**config.mk**
```make
export PLATFORM = sky130hd
export DESIGN_NAME = rcc_device_flat
export DESIGN_NICKNAME = d
export VERILOG_FILES = /design/src/shared/rcc_pkg.sv /design/src/shared/rcc_link_if.sv /design/src/rcc_device.sv /design/src/flat_wrapper.sv
export SDC_FILE = /design/constraint.sdc
export NUM_CORES = 1
export LEC_CHECK = 0
export ABC_AREA = 0
export BUFFER_PORTS_ARGS = -buffer_cell sky130_fd_sc_hd__buf_2
export CORE_ASPECT_RATIO = 0.6
export CORE_MARGIN = 2
export CORE_UTILIZATION = 35
export DETAILED_ROUTE_END_ITERATION = 16
export PLACE_DENSITY = 0.64
export SLEW_MARGIN = 20
export SYNTH_ARGS = -nofsm -noshare
export SYNTH_HDL_FRONTEND = slang
export SYNTH_SLANG_ARGS = --single-unit
```
**constraint.sdc**
```tcl
create_clock -name aclk -period 5.05 [get_ports aclk]
set_input_delay 1.2625 -clock aclk [delete_from_list [all_inputs] [get_ports aclk]]
set_output_delay 1.2625 -clock aclk [all_outputs]
set_load 0.01 [all_outputs]
```
**src/shared/rcc_pkg.sv**
```systemverilog
// constants shared by the reset, strap and clock control ends
// How it works
// - base strap picks 164Eh or 2Eh pair
// - float strap low floats all pins
// - test strap low with float strap high selects xor chain
// - xor chain result drives dedicated output
// - power-up reset releases straps, enables pull-ups
// - power-up latches straps then does hardware reset
// - no answer to cycles during power-up reset
// - host reset low restores config defaults, locks
// - bus clock domain versus separate 48 MHz domain
// - host keeps bus clock valid through reset
// - bus clock may stop; both tolerate it
// - 48 MHz from pin or from generator
// - 48 MHz clock disabled after any reset
// - generator starts on enable bit rising
// - output held until generator is stable
// - generator waits for a toggling reference
// - ready bit 0 frozen, 1 toggling
// - software polls ready before enabling ports
// - disabled generator fully gated
// - software sets source, enables, polls ready
// - generator stable within 33 ms
// - test mode decoded from both latched straps
package rcc_pkg;

  // ************************************************
  // configuration port addresses and indices
  // ************************************************
  localparam logic [15:0] BASE_HIGH     = 16'h164E;
  localparam logic [15:0] BASE_LOW      = 16'h002E;
  localparam logic [7:0]  IDX_LDN       = 8'h07;
  localparam logic [7:0]  IDX_CLKGEN    = 8'h29;
  localparam logic [7:0]  IDX_DMA0      = 8'h74;
  localparam logic [7:0]  IDX_DMA1      = 8'h75;
  localparam logic [7:0]  DMA_NONE      = 8'h04;
  localparam logic [7:0]  INDEX_RESET   = 8'h00;
  localparam logic [7:0]  LDN_RESET     = 8'h00;

  // ************************************************
  // clock_generator_control fields
  // ************************************************
  localparam int CG_ENABLE = 7;
  localparam int CG_SOURCE = 5;  // 1: 14.31818 MHz via generator
  localparam int CG_READY  = 4;
  localparam int CG_LOCK   = 0;

  // ************************************************
  // strap vector positions and reset value
  // ************************************************
  localparam int          STRAP_BASE  = 0;
  localparam int          STRAP_FLOAT = 1;
  localparam int          STRAP_XOR   = 2;
  localparam logic [2:0]  STRAP_RESET = 3'h7;

  // ************************************************
  // timing
  // ************************************************
  localparam int unsigned CLK_KHZ        = 200000;
  localparam int unsigned WAKE_MS        = 33;
  localparam int unsigned WAKE_CYC       = WAKE_MS * CLK_KHZ;
  localparam int unsigned SYNC_TIMEOUT   = 64;

  // ************************************************
  // host register map (axi4-lite byte offsets)
  // ************************************************
  localparam logic [3:0]  REG_CTRL      = 4'h0;
  localparam logic [3:0]  REG_CMD       = 4'h4;
  localparam logic [3:0]  REG_STATUS    = 4'h8;
  localparam logic [3:0]  REG_STRAP     = 4'hC;
  localparam int          CTRL_RELEASE  = 0;
  localparam int          CTRL_STOPOK   = 1;
  localparam int          CMD_WRITE     = 24;
  localparam int          ST_BUSY       = 0;
  localparam int          ST_DONE       = 1;
  localparam int          ST_NOSYNC     = 2;
  localparam logic [1:0]  RESP_OKAY     = 2'h0;
  localparam logic [1:0]  RESP_SLVERR   = 2'h2;

endpackage

```
**src/shared/rcc_link_if.sv**
```systemverilog
// link between the host controller end and the device end
`timescale 1ns/10ps
interface rcc_link_if;
  logic        lreset_n;      // host reset, low active
  logic        bus_run;       // bus clock running
  logic        clk_keep;      // device asks clock to keep running
  logic        io_valid;
  logic        io_write;
  logic [15:0] io_addr;
  logic [7:0]  io_wdata;
  logic        io_sync;
  logic [7:0]  io_rdata;
  logic [2:0]  strap_level;   // board strap levels
  logic        strap_pu_en;   // device pull-ups on strap pins
  logic        strap_drive_oe;

  modport dev (input lreset_n, bus_run, io_valid, io_write, io_addr, io_wdata, strap_level,
               output clk_keep, io_sync, io_rdata, strap_pu_en, strap_drive_oe);
  modport host (output lreset_n, bus_run, io_valid, io_write, io_addr, io_wdata, strap_level,
                input clk_keep, io_sync, io_rdata, strap_pu_en, strap_drive_oe);
endinterface

```
**src/rcc_device.sv**
```systemverilog
// device end: power-up and host reset, straps, pin test modes, 48 MHz clock control
`timescale 1ns/10ps
module rcc_device
  import rcc_pkg::*;
#(
  parameter int unsigned PINS        = 8,
  parameter int unsigned WAKE_CYCLES = WAKE_CYC
) (
  // clock, reset, enable
  input  wire logic            aclk,
  input  wire logic            aresetn,
  input  wire logic            ce,
  // link to the host controller
  rcc_link_if.dev              link,
  // reference clock pin (14.31818 MHz or 48 MHz)
  input  wire logic            reference_clock_input,
  // functional logic side of the pins
  input  wire logic [PINS-1:0] func_out,
  input  wire logic [PINS-1:0] func_oe,
  output logic      [PINS-1:0] func_in,
  // pads
  input  wire logic [PINS-1:0] pad_in,
  output logic      [PINS-1:0] pad_out,
  output logic      [PINS-1:0] pad_oe,
  output logic                 xor_out,
  // 48 MHz domain control
  output logic                 clk48_enable,
  output logic                 gen_powered,
  output logic                 gen_ready,
  output logic                 reserved_mode
);

  initial begin
    if (PINS < 3) $error("rcc_device: PINS must cover the three strap pins");
    if (WAKE_CYCLES < 1) $error("rcc_device: WAKE_CYCLES must be at least 1");
  end

  localparam int CW = $clog2(WAKE_CYCLES + 1);

  typedef enum logic [1:0] {RCC_GEN_OFF, RCC_GEN_WAIT_REF, RCC_GEN_SETTLE, RCC_GEN_RUN}
    rcc_gen_t;

  // ************************************************
  // power-up reset phase and straps
  // ************************************************
  logic       por;
  logic [2:0] strap_q;
  logic       host_rst;
  assign host_rst = !link.lreset_n;

  // power-up phase lasts until the host reset goes high
  always_ff @(posedge aclk) begin
    if (!aresetn) begin
      por     <= 1'b1;
      strap_q <= STRAP_RESET;
    end else if (ce) begin
      if (por) begin
        strap_q <= link.strap_level;
      end
      if (por && link.lreset_n) begin
        por <= 1'b0;
      end
    end
  end

  // pins released with pull-ups during power-up only
  assign link.strap_pu_en    = por;
  assign link.strap_drive_oe = !por;

  // test mode from both latched straps; both low floats as the safe choice
  logic mode_float;
  logic mode_xor;
  assign mode_float    = !strap_q[STRAP_FLOAT] && strap_q[STRAP_XOR];
  assign mode_xor      = strap_q[STRAP_FLOAT] && !strap_q[STRAP_XOR];
  assign reserved_mode = !strap_q[STRAP_FLOAT] && !strap_q[STRAP_XOR];

  // ************************************************
  // pads: input synchroniser, float and xor chain
  // ************************************************
  logic [PINS-1:0] pad_s1;
  logic [PINS-1:0] pad_s2;
  logic            xor_q;

  always_ff @(posedge aclk) begin
    if (!aresetn) begin
      pad_s1 <= '0;
      pad_s2 <= '0;
      xor_q  <= 1'b0;
    end else if (ce) begin
      pad_s1 <= pad_in;
      pad_s2 <= pad_s1;
      xor_q  <= mode_xor && !por && (^pad_s2);
    end
  end

  logic [PINS-1:0] strap_mask;
  logic            pins_off;
  assign strap_mask = {{(PINS-3){1'b0}}, 3'h7};
  // any test mode makes every pin an input; xor mode needs all pins listening
  assign pins_off = !por && (mode_float || mode_xor || reserved_mode);
  assign pad_oe   = pins_off ? '0 : (por ? (func_oe & ~strap_mask) : func_oe);
  assign pad_out  = func_out;
  assign func_in  = pad_s2;
  assign xor_out  = xor_q;

  // ************************************************
  // configuration registers
  // ************************************************
  logic [7:0] index_q;
  logic [7:0] ldn_q;
  logic       cg_en;
  logic       cg_src;
  logic       cg_lock;
  logic       sync_q;
  logic [7:0] rdata_q;
  rcc_gen_t   gen_state;

  logic [15:0] base;
  logic        hit_index;
  logic        hit_data;
  logic        take;
  logic [7:0]  cg_value;
  logic [7:0]  rd_value;
  assign base      = strap_q[STRAP_BASE] ? BASE_HIGH : BASE_LOW;
  assign hit_index = link.io_addr == base;
  assign hit_data  = link.io_addr == (base + 16'h0001);
  // bus side frozen while the bus clock is stopped, silent during power-up
  assign take      = link.io_valid && !sync_q && (hit_index || hit_data)
                     && !por && link.lreset_n && link.bus_run;
  assign cg_value  = {cg_en, 1'b0, cg_src, gen_ready, 3'h0, cg_lock};

  // indexed read; unknown indices read zero
  function automatic logic [7:0] cfg_read(input logic [7:0] idx, input logic [7:0] ldn,
                                          input logic [7:0] cg);
    if (idx == IDX_LDN) begin
      cfg_read = ldn;
    end else if (idx == IDX_CLKGEN) begin
      cfg_read = cg;
    end else if (idx == IDX_DMA0 || idx == IDX_DMA1) begin
      cfg_read = DMA_NONE;
    end else begin
      cfg_read = 8'h00;
    end
  endfunction

  assign rd_value = hit_index ? index_q : cfg_read(index_q, ldn_q, cg_value);

  // register writes; host reset restores defaults and clears the lock
  always_ff @(posedge aclk) begin
    if (!aresetn || host_rst) begin
      index_q <= INDEX_RESET;
      ldn_q   <= LDN_RESET;
      cg_en   <= 1'b0;
      cg_src  <= 1'b0;
      cg_lock <= 1'b0;
    end else if (ce && take && link.io_write) begin
      if (hit_index) begin
        index_q <= link.io_wdata;
      end else if (index_q == IDX_LDN) begin
        ldn_q <= link.io_wdata;
      end else if (index_q == IDX_CLKGEN && !cg_lock) begin
        cg_en   <= link.io_wdata[CG_ENABLE];
        cg_src  <= link.io_wdata[CG_SOURCE];
        cg_lock <= link.io_wdata[CG_LOCK];
      end
    end
  end

  // one-cycle sync answer with read data
  always_ff @(posedge aclk) begin
    if (!aresetn || host_rst) begin
      sync_q  <= 1'b0;
      rdata_q <= 8'h00;
    end else if (ce) begin
      sync_q <= take;
      if (take) begin
        rdata_q <= link.io_write ? 8'h00 : rd_value;
      end
    end
  end
  assign link.io_sync  = sync_q;
  assign link.io_rdata = rdata_q;

  // ************************************************
  // clock generator sequencer (48 MHz domain control)
  // ************************************************
  logic          ref_s1;
  logic          ref_s2;
  logic          ref_s3;
  logic          en_prev;
  logic [CW-1:0] wake_cnt;
  logic          ref_edge;
  assign ref_edge = ref_s2 != ref_s3;

  always_ff @(posedge aclk) begin
    if (!aresetn) begin
      ref_s1 <= 1'b0;
      ref_s2 <= 1'b0;
      ref_s3 <= 1'b0;
    end else if (ce) begin
      ref_s1 <= reference_clock_input;                 // runs regardless of host reset
      ref_s2 <= ref_s1;
      ref_s3 <= ref_s2;
    end
  end

  always_ff @(posedge aclk) begin
    if (!aresetn || host_rst) begin
      gen_state <= RCC_GEN_OFF;
      en_prev   <= 1'b0;
      wake_cnt  <= '0;
    end else if (ce) begin
      en_prev <= cg_en;
      case (gen_state)
        RCC_GEN_OFF: begin
          if (cg_en && !en_prev && cg_src) begin
            gen_state <= RCC_GEN_WAIT_REF;
          end
        end
        RCC_GEN_WAIT_REF: begin
          wake_cnt <= CW'(WAKE_CYCLES - 1);
          if (ref_edge) begin
            gen_state <= RCC_GEN_SETTLE;
          end
        end
        RCC_GEN_SETTLE: begin
          if (wake_cnt == '0) begin
            gen_state <= RCC_GEN_RUN;
          end else begin
            wake_cnt <= wake_cnt - CW'(1);
          end
        end
        RCC_GEN_RUN: begin
          gen_state <= RCC_GEN_RUN;
        end
        default: begin
          gen_state <= RCC_GEN_OFF;
        end
      endcase
      if (!cg_en || !cg_src) begin
        gen_state <= RCC_GEN_OFF;
      end
    end
  end

  // output held frozen until run; direct pin source follows the enable
  assign gen_ready    = cg_en && (cg_src ? (gen_state == RCC_GEN_RUN) : 1'b1);
  assign clk48_enable = cg_en && (cg_src ? (gen_state == RCC_GEN_RUN) : 1'b1);
  assign gen_powered  = gen_state != RCC_GEN_OFF;

  // keep the bus clock while a cycle is pending or unanswered
  assign link.clk_keep = link.io_valid || sync_q;

endmodule

```
**src/flat_wrapper.sv**
```systemverilog
// flat-port wrapper written by rule: the top's interface ports become plain ports
module rcc_device_flat import rcc_pkg::*;
#(
  parameter int unsigned PINS        = 8,
  parameter int unsigned WAKE_CYCLES = WAKE_CYC
)
  (aclk, aresetn, ce, reference_clock_input, func_out, func_oe, func_in, pad_in, pad_out, pad_oe, xor_out, clk48_enable, gen_powered, gen_ready, reserved_mode, link_lreset_n, link_bus_run, link_io_valid, link_io_write, link_io_addr, link_io_wdata, link_strap_level, link_clk_keep, link_io_sync, link_io_rdata, link_strap_pu_en, link_strap_drive_oe);
  rcc_link_if link_i ();
  input  wire logic aclk;
  input  wire logic aresetn;
  input  wire logic ce;
  input  wire logic reference_clock_input;
  input  wire logic [PINS-1:0] func_out;
  input  wire logic [PINS-1:0] func_oe;
  output logic      [PINS-1:0] func_in;
  input  wire logic [PINS-1:0] pad_in;
  output logic      [PINS-1:0] pad_out;
  output logic      [PINS-1:0] pad_oe;
  output logic xor_out;
  output logic clk48_enable;
  output logic gen_powered;
  output logic gen_ready;
  output logic reserved_mode;
  input wire logic [$bits(link_i.lreset_n)-1:0] link_lreset_n;
  input wire logic [$bits(link_i.bus_run)-1:0] link_bus_run;
  input wire logic [$bits(link_i.io_valid)-1:0] link_io_valid;
  input wire logic [$bits(link_i.io_write)-1:0] link_io_write;
  input wire logic [$bits(link_i.io_addr)-1:0] link_io_addr;
  input wire logic [$bits(link_i.io_wdata)-1:0] link_io_wdata;
  input wire logic [$bits(link_i.strap_level)-1:0] link_strap_level;
  output wire logic [$bits(link_i.clk_keep)-1:0] link_clk_keep;
  output wire logic [$bits(link_i.io_sync)-1:0] link_io_sync;
  output wire logic [$bits(link_i.io_rdata)-1:0] link_io_rdata;
  output wire logic [$bits(link_i.strap_pu_en)-1:0] link_strap_pu_en;
  output wire logic [$bits(link_i.strap_drive_oe)-1:0] link_strap_drive_oe;
  assign link_i.lreset_n = link_lreset_n;
  assign link_i.bus_run = link_bus_run;
  assign link_i.io_valid = link_io_valid;
  assign link_i.io_write = link_io_write;
  assign link_i.io_addr = link_io_addr;
  assign link_i.io_wdata = link_io_wdata;
  assign link_i.strap_level = link_strap_level;
  assign link_clk_keep = link_i.clk_keep;
  assign link_io_sync = link_i.io_sync;
  assign link_io_rdata = link_i.io_rdata;
  assign link_strap_pu_en = link_i.strap_pu_en;
  assign link_strap_drive_oe = link_i.strap_drive_oe;
  rcc_device #(.PINS(PINS), .WAKE_CYCLES(WAKE_CYCLES)) u_core (.aclk(aclk), .aresetn(aresetn), .ce(ce), .link(link_i), .reference_clock_input(reference_clock_input), .func_out(func_out), .func_oe(func_oe), .func_in(func_in), .pad_in(pad_in), .pad_out(pad_out), .pad_oe(pad_oe), .xor_out(xor_out), .clk48_enable(clk48_enable), .gen_powered(gen_powered), .gen_ready(gen_ready), .reserved_mode(reserved_mode));
endmodule
```
After elaboration in Yosys (flattened, before gate mapping)
Cells that the tools add are included.
W data, S select, Z words.
- $add $sub $neg: 2
- $mul: 0
- divide/modulo/power cells: 0
- order comparisons: 0
- equality and inequality tests: 14
- shift-type cells: 0
- mux-type cells: 16
- bitwise gates (word level): 2
- reduce and logical (&&, ||, !) cells: 48
- operator list (kind ; number):
    $pmux W23 S2 ; 1
    $mux W8 ; 5
    $eq A16 B16 Y1 ; 2
    $logic_not A23 Y1 ; 1
    $mux W23 ; 1
    $sub A23 B1 Y23 const B ; 1
    $logic_and A1 B1 Y1 ; 18
    $add A16 B1 Y16 const B ; 1
    $eq A8 B7 Y1 const B ; 2
    $mux W13 ; 1
    $logic_not A1 Y1 ; 10
    $ne A3 B1 Y1 const B ; 3
    $eq A8 B3 Y1 const B ; 1
    $eq A8 B6 Y1 const B ; 1
    $mux W2 ; 4
    $pmux W2 S4 ; 1
    $reduce_and A2 Y1 ; 4
    $reduce_and A4 Y1 ; 2
    $reduce_xor A8 Y1 ; 1
    $logic_or A1 B1 Y1 ; 7
    $mux W3 ; 2
    $reduce_and A3 Y1 ; 2
    $eq A2 B2 Y1 const B ; 2
    $reduce_bool A2 Y1 ; 2
    other kinds (6) ; 7
- register bits after elaboration: 78
- latch bits: 0
- bits in writable memories: 0
- ROM bits: 0
- output and inout bits: 41
- memories: 0

Longest topological paths before layout
Gate-level depths: netlist of the first run.
- word-level depth: 11
- depth in mapped cells: 8

Worst setup path before layout of the first run
Ideal clock, no wire load.
- kind: input port to flip-flop
- start point: input port link_lreset_n
- end point: register u_core.index_q[0]
- arrival time: 3.101 ns
- slack: 1.822 ns
- stages: 8
- buffers on the path: 2
- cell sequence: nand2_1 or4_1 or4_1 buf_2 or3b_1 buf_6 mux2i_1 nor2_1
- longest elaborated chain between the ends: 5
- elaborated cells between the ends (all ways): 7
- classes of those cells: reduce/logical (7)
- ends and longest elaborated chain (what ; line ; text):
    start, declared ; flat_wrapper.sv:24 ; input wire logic [$bits(link_i.lreset_n)-1:0] link_lreset_n;
    $logic_and A1 B1 Y1 (2 in series) ; rcc_device.sv:129 ; && !por && link.lreset_n && link.bus_run;
    $logic_and A1 B1 Y1 (2 in series) ; rcc_device.sv:156 ; end else if (ce && take && link.io_write) begin
    $reduce_and A2 Y1 (no source line) ; -- ;
    end signal, assigned ; rcc_device.sv:158 ; index_q <= link.io_wdata;
    end, declared ; rcc_device.sv:109 ; logic [7:0] index_q;
Parallel ways exist; a longest one is shown, timed or not.
A chain may end at the register's enable or synchronous reset.

Final worst setup path of the first run
- start point: input port link_lreset_n
- end point: register u_core.index_q[2]
The elaborated chain is that of the path after synthesis.

==> impl_metrics.yaml, run 1 <==
placement:
  place_congestion: 0.8343
  dp_slack_ns: 1.407
  port_buffers: 83
  hpwl_um: 6374
finish:
  most-common-layout-cells: "buf_2 (83), dfxtp_1 (78), nor2_1 (45), nand2_1 (40), mux2i_1 (38)"
  multi_input_area_um2: 1961
  antenna_cells: 0
  drive_gt1_share_pct: 21.50
  final_common_cell: "buf_2"
  layout.nets: 549
  seq_area_um2: 1562
  area_growth_pct: 20.74
  fillCellCount: 1037
run_status:
  outcome: "complete, no violations"
routing:
  drc: 0
  routed_via_density: 5.027
  routed_wl_um: 8643
  dr_wl_met3_um: 594
  antenna_left: 0
  top_layer: "met4"
  wire_per_inst_um: 13.68
  drtIter0Drc: 208
  vias: 3177
  dr.pass1.iters: 6
  wl_met1_um: 4333
  wl_met2_um: 3583
floorplanning:
  die_h_um: 83.82
  num_rows: 29
  dieWidth_um: 137.0
  core-area_um2: 10450
  ioPinCount: 100
  die_area_um2: 11480
  start_util_pct: 35.56
logic_synthesis:
  netlist_area_um2: 3716
  synth.area.top_cells: "dfxtp_1 (42%), mux2i_1 (10%), nor2b_1 (4.9%)"
  netlist.top_cell.by_area: "dfxtp_1"
  syn_inst: 422
  seq_area_frac_synth_pct: 42.02
  synth_top_area_share_pct: 42.02
  synth-main-ff-cell: "dfxtp_1"
  ys_ff_latch: 78
  synth_edf_count: 0
  synthArstFlopShare_pct: 0
  yosys_warnings: 0
  yosys.cell_types.count: 47
  syn-num-nets: 482
  syn_avg_cell_area_um2: 8.806
clock_network:
  clockBufferDepth: 2
  cts_resized: 0
  clock_sinks: 78
  clkTransAtPathRegs_ns: 0.05
  numCtsBuffers: 9
  cts-hold-fix-buffers: 0
  cts-root-buf: "clkbuf_16"
  insertion_delay_ns: 0.33
  cts_tree: "built"
  post-cts-setup-buffer-count: 0
  htree_levels: 3
setup_path:
  r2r-start: "u_core.link.strap_pu_en"
  worstRegToRegCells: 5
  end_kind: "flop"
  timing.rr.end: "u_core.index_q[2]"
  start_kind: "input pin"
  r2r_slack_ns: 2.38
  path_class: "input pin to flop"
  cp.arrival_ns: 3.51
  crit_fanout: 8
  critPathRequiredTime_ns: 5.25
sta:
  setup_viol: 0
  final.setup.tns_ns: 0
  hold_viol: 0
  max_slew_margin_pct: 49.29
  drv_slew: 0
  min_period_ns: 3.311
  fmax_ghz: 0.3020
  layout_setup_ws_ns: 1.739
  rsz0062_at_grt: "false"
  post-route-period-util_pct: 65.57
  worst_pin_slew_ns: 0.7606
  finClkSkew_ns: 0.002647
job:
  cap_violations: 0
global_routing:
  grt_pass1_wl_um: 13930
  grt_pass1_vias: 2930
  grt_start_max_net_pins: 39
  grt_remaining_overflow: 0
  grt_antenna_before_repair: 0
  grt_util_all_layers_pct: 15.42
min_path:
  hold_depth: 2
  worstHoldEndpoint: "u_core.link.io_rdata[4]"
  hold_class: "flop to flop"
  min-delay-start: "u_core.link.io_rdata[4]"
pwr:
  p_leak_nw: 1.918
  pwr_density_cell_nw_per_um2: 321.0
  vdd_ir_drop_max_uv: 170.0
state kept, by name (all words and copies together), names as in the netlist, 2 cells and up:
signal                count
u_core.pad_s1             8
u_core.func_in            8
u_core.ldn_q              8
u_core.strap_q            3
u_core.gen_state          2
u_core.wake_cnt          23
u_core.link.io_rdata      8
u_core.index_q            8
metal layers:
| metal | global-route usage, % | vias up |
|---|---|---|
| met5 | 0 | - |
| met4 | 5.904 | 0 |
| met3 | 4.311 | 14 |
| met2 | 21.89 | 106 |
| met1 | 21.96 | 1471 |
| li1 | - | 1586 |
worst max path at each step:
| stage | end | slack, ns | cells past startpoint | startpoint |
|---|---|---|---|---|
| 6_report | u_core.index_q[2] | 1.74 | 7 | link_lreset_n |
| 5_1_grt | u_core.index_q[0] | 1.65 | 7 | link_lreset_n |
| 4_1_cts | u_core.index_q[5] | 1.74 | 7 | link_lreset_n |
| 3_5_place_dp | u_core.index_q[6] | 1.41 | 7 | link_lreset_n |
| 3_3_place_gp | u_core.index_q[6] | 1.45 | 7 | link_lreset_n |
| 2_1_floorplan | u_core.index_q[0] | 1.82 | 8 | link_lreset_n |
cell type report:
| class | instances | share of cell area [%] |
|---|---|---|
| Multi-Input combinational cell | 306 | 43.70 |
| Sequential cell | 78 | 34.80 |
| Timing Repair Buffer | 86 | 9.760 |
| Clock buffer | 11 | 5.633 |
| Tap cell | 139 | 3.876 |
| Clock inverter | 4 | 1.562 |
| Inverter | 8 | 0.6693 |
through the flow:
step	power (W)	instance area (um2)	cells	utilization [%]	hold WS [ns]
after detailed placement	0.0007644	4164	617	39.85	0.4267
after CTS	0.001460	4487	632	42.94	0.4351
after global placement	0.0007621	4164	617	39.85	0.4262
final	0.001440	4487	632	42.94	0.4319
after global routing	0.001500	4487	632	42.94	0.4555
after floorplan	0.0007267	3716	422	-	0.4439
kinds of logic after synthesis:
family	count (synthesis)	synth area share, %
flops	78	42.02
compound gates	56	9.730
mux	38	10.24
fa+ha+maj	1	0.3366
simple gates	183	25.86
buf+inv	38	5.219
xor+xnor	28	6.599
worst max-delay path, cell delays in order:
cell     delay (ns)
buf_2          0.10
nand2_1        0.09
or4_1          0.46
or4_1          0.68
or3b_1         0.63
mux2i_1        0.23
nor2_1         0.05
power breakdown:
part | internal [W] | switching, W
logic | 0.0000516 | 0.0000606
registers | 0.000627 | 0.0000111
clock network | 0.000455 | 0.000235
total | 0.00113 | 0.000306
synth_stat cells, drive strengths merged, types with 11 or more instances:
cell / n
o211ai: 12
buf: 16
dfxtp: 78
clkbuf: 14
mux2i: 38
a21oi: 19
nor2: 45
nand3: 13
xor2: 17
nand2: 40
nor2b: 29
nor3: 12
xnor2: 11
Power figures use the tool's default switching activity.
==> inputs of run 2 (changes only) <==
==> constraint.sdc (replaced) <==
create_clock -name aclk -period 3.35 [get_ports aclk]
set_input_delay 0.8375 -clock aclk [delete_from_list [all_inputs] [get_ports aclk]]
set_output_delay 0.8375 -clock aclk [all_outputs]
set_load 0.01 [all_outputs]
==> run 2 against run 1 <==
Effect of this change: register-to-register slack lost 1.6 ns; sequential cell count stayed put; wire length rose by 2.2%; setup slack lost 1.3 ns; combinational power rose by 54%; critical path depth stayed put; count of clock-buffer cells in the layout fell by 1; sequential power grew 50%; total power is 62% higher; final area grew 1.9%; largest cell class unchanged.
==> impl_metrics.yaml, run 2 (synthesized netlist as in run 1, its figures left out) <==
pwr:
  pwr_density_cell_nw_per_um2: 510.6
  p_sw_share_pct: 20.88
  power_w: 0.002334
  p_leak_nw: 1.953
  power.switching_w: 0.0004874
  p_comb_share_pct: 7.4
  seq_power_share_pct: 41.2
  vdd_ir_drop_max_uv: 282.9
  clkPwrFrac_pct: 51.4
  internal_power_w: 0.001846
routing:
  routed_via_density: 5.011
  antenna_left: 0
  routed_wl_um: 8829
  wire_per_inst_um: 13.88
  drc: 0
  dr.pass1.iters: 4
  vias: 3187
  drtIter0Drc: 240
finish:
  antenna_cells: 0
  layout.nets: 552
  regMostFlops: "u_core.wake_cnt"
  final_common_cell: "buf_2"
  drive_gt1_share_pct: 22.13
  most-common-layout-cells: "buf_2 (83), dfxtp_1 (78), nor2_1 (45), nand2_1 (40), mux2i_1 (38)"
  area_growth_pct: 23.00
  largest_register_ffs: 23
sta:
  hold_viol: 0
  drv_slew: 0
  finClkSkew_ns: 0.005990
  layout_setup_ws_ns: 0.4774
  setup_viol: 0
  min_period_ns: 2.873
  post-route-period-util_pct: 85.75
  final.setup.tns_ns: 0
  rsz0062_at_grt: "false"
  fmax_ghz: 0.3481
  worst_pin_slew_ns: 0.6835
  max_slew_margin_pct: 54.01
placement:
  dp_slack_ns: 0.1354
  hpwl_um: 6536
  place_congestion: 0.8630
  port_buffers: 83
floorplanning:
  start_util_pct: 35.56
  ioPinCount: 100
  dieWidth_um: 137.0
  num_rows: 29
  core-area_um2: 10450
  die_h_um: 83.82
  die_area_um2: 11480
setup_path:
  worstRegToRegCells: 5
  cp.arrival_ns: 3.08
  critPathBufInv: 1
  crit_path_max_incr_delay_ns: 0.67
  start_kind: "input pin"
  path_class: "input pin to flop"
  timing.rr.end: "u_core.index_q[5]"
  r2r_slack_ns: 0.79
  cp_common_cell: "or4_1"
  end_kind: "flop"
  cpLargestDelayFamily: "simple AND/OR/NAND/NOR gates"
  startpoint: "link_lreset_n"
  cp-endpoint: "u_core.index_q[5]"
  critPathRequiredTime_ns: 3.56
  path_depth: 7
  crit_fanout: 8
  cp_cell_sequence: "buf_2 -> nand2_1 -> or4_1 -> or4_1 -> or3b_1 -> mux2i_1 -> nor2_1"
  r2r-start: "u_core.link.io_sync"
  crit_slowest_cell: "or4_1"
global_routing:
  grt_start_max_net_pins: 39
  grt_antenna_before_repair: 0
  grt_pass1_vias: 2891
  grt_pass1_wl_um: 14080
  grt_util_all_layers_pct: 15.83
  grt_remaining_overflow: 0
clock_network:
  insertion_delay_ns: 0.34
  cts-hold-fix-buffers: 0
  clock_sinks: 78
  numCtsBuffers: 9
  cts_resized: 0
  htree_levels: 3
  cts_tree: "built"
  post-cts-setup-buffer-count: 0
  cts-root-buf: "clkbuf_16"
  clkTransAtPathRegs_ns: 0.06
  clockBufferDepth: 2
run_status:
  outcome: "complete, no violations"
min_path:
  hold_class: "flop to flop"
job:
  cap_violations: 0
## run 2: area by class of cell
class | instances | area, um2
clock inverters | 6 | 132.6
repair buffers | 89 | 473.0
inverters | 8 | 30.03
flip-flops and latches | 78 | 1562
well taps | 139 | 173.9
multi-input cells | 306 | 1961
fillers | 1034 | 5879
clock buffers | 10 | 239.0
## run 2: stage by stage
| step | cell area [um2] | utilization, % | hold slack, ns | std cells |
|---|---|---|---|---|
| 6_report | 4571 | 43.74 | 0.4337 | 636 |
| 5_1_grt | 4571 | 43.74 | 0.4692 | 636 |
| 4_1_cts | 4571 | 43.74 | 0.4387 | 636 |
| 3_5_place_dp | 4199 | 40.18 | 0.4302 | 620 |
| 3_3_place_gp | 4199 | 40.18 | 0.4269 | 620 |
| 2_1_floorplan | 3716 | - | 0.4439 | 422 |
## run 2: per-layer routing
| layer | GRT usage (%) | vias up | wire length (um) |
|---|---|---|---|
| met2 | 23.20 | 105 | 3592 |
| met3 | 5.039 | 12 | 736 |
| met5 | 0 | - | 0 |
| met1 | 21.86 | 1479 | 4381 |
| met4 | 5.342 | 0 | 118 |
| li1 | - | 1591 | - |
## run 2: tightest hold or removal path, delay by kind of cell (launching register included)
kind	cells	cell delay, ns
and+or+nand+nor	2	0.09
DFF	1	0.30
## run 2: power groups by stage
stage	clock (W)	sequential, W	combinational (W)
final	0.00120	0.000961	0.000173
after global routing	0.00127	0.000963	0.000192
after CTS	0.00122	0.000961	0.000174
after detailed placement	0	0.000981	0.000173
after global placement	0	0.000980	0.000171
after floorplan	0	0.000979	0.000116
## run 2: how the worst min path moves through the flow
stage / from / to / slack [ns] / cells after the start
4_1_cts: u_core.link.io_rdata[2] / u_core.link.io_rdata[2] / 0.44 / 2
3_3_place_gp: u_core.link.io_rdata[2] / u_core.link.io_rdata[2] / 0.43 / 2
5_1_grt: u_core.link.io_rdata[4] / u_core.link.io_rdata[4] / 0.47 / 2
6_report: u_core.link.io_rdata[2] / u_core.link.io_rdata[2] / 0.43 / 2
3_5_place_dp: u_core.link.io_rdata[2] / u_core.link.io_rdata[2] / 0.43 / 2
2_1_floorplan: u_core.wake_cnt[22] / u_core.wake_cnt[22] / 0.44 / 2
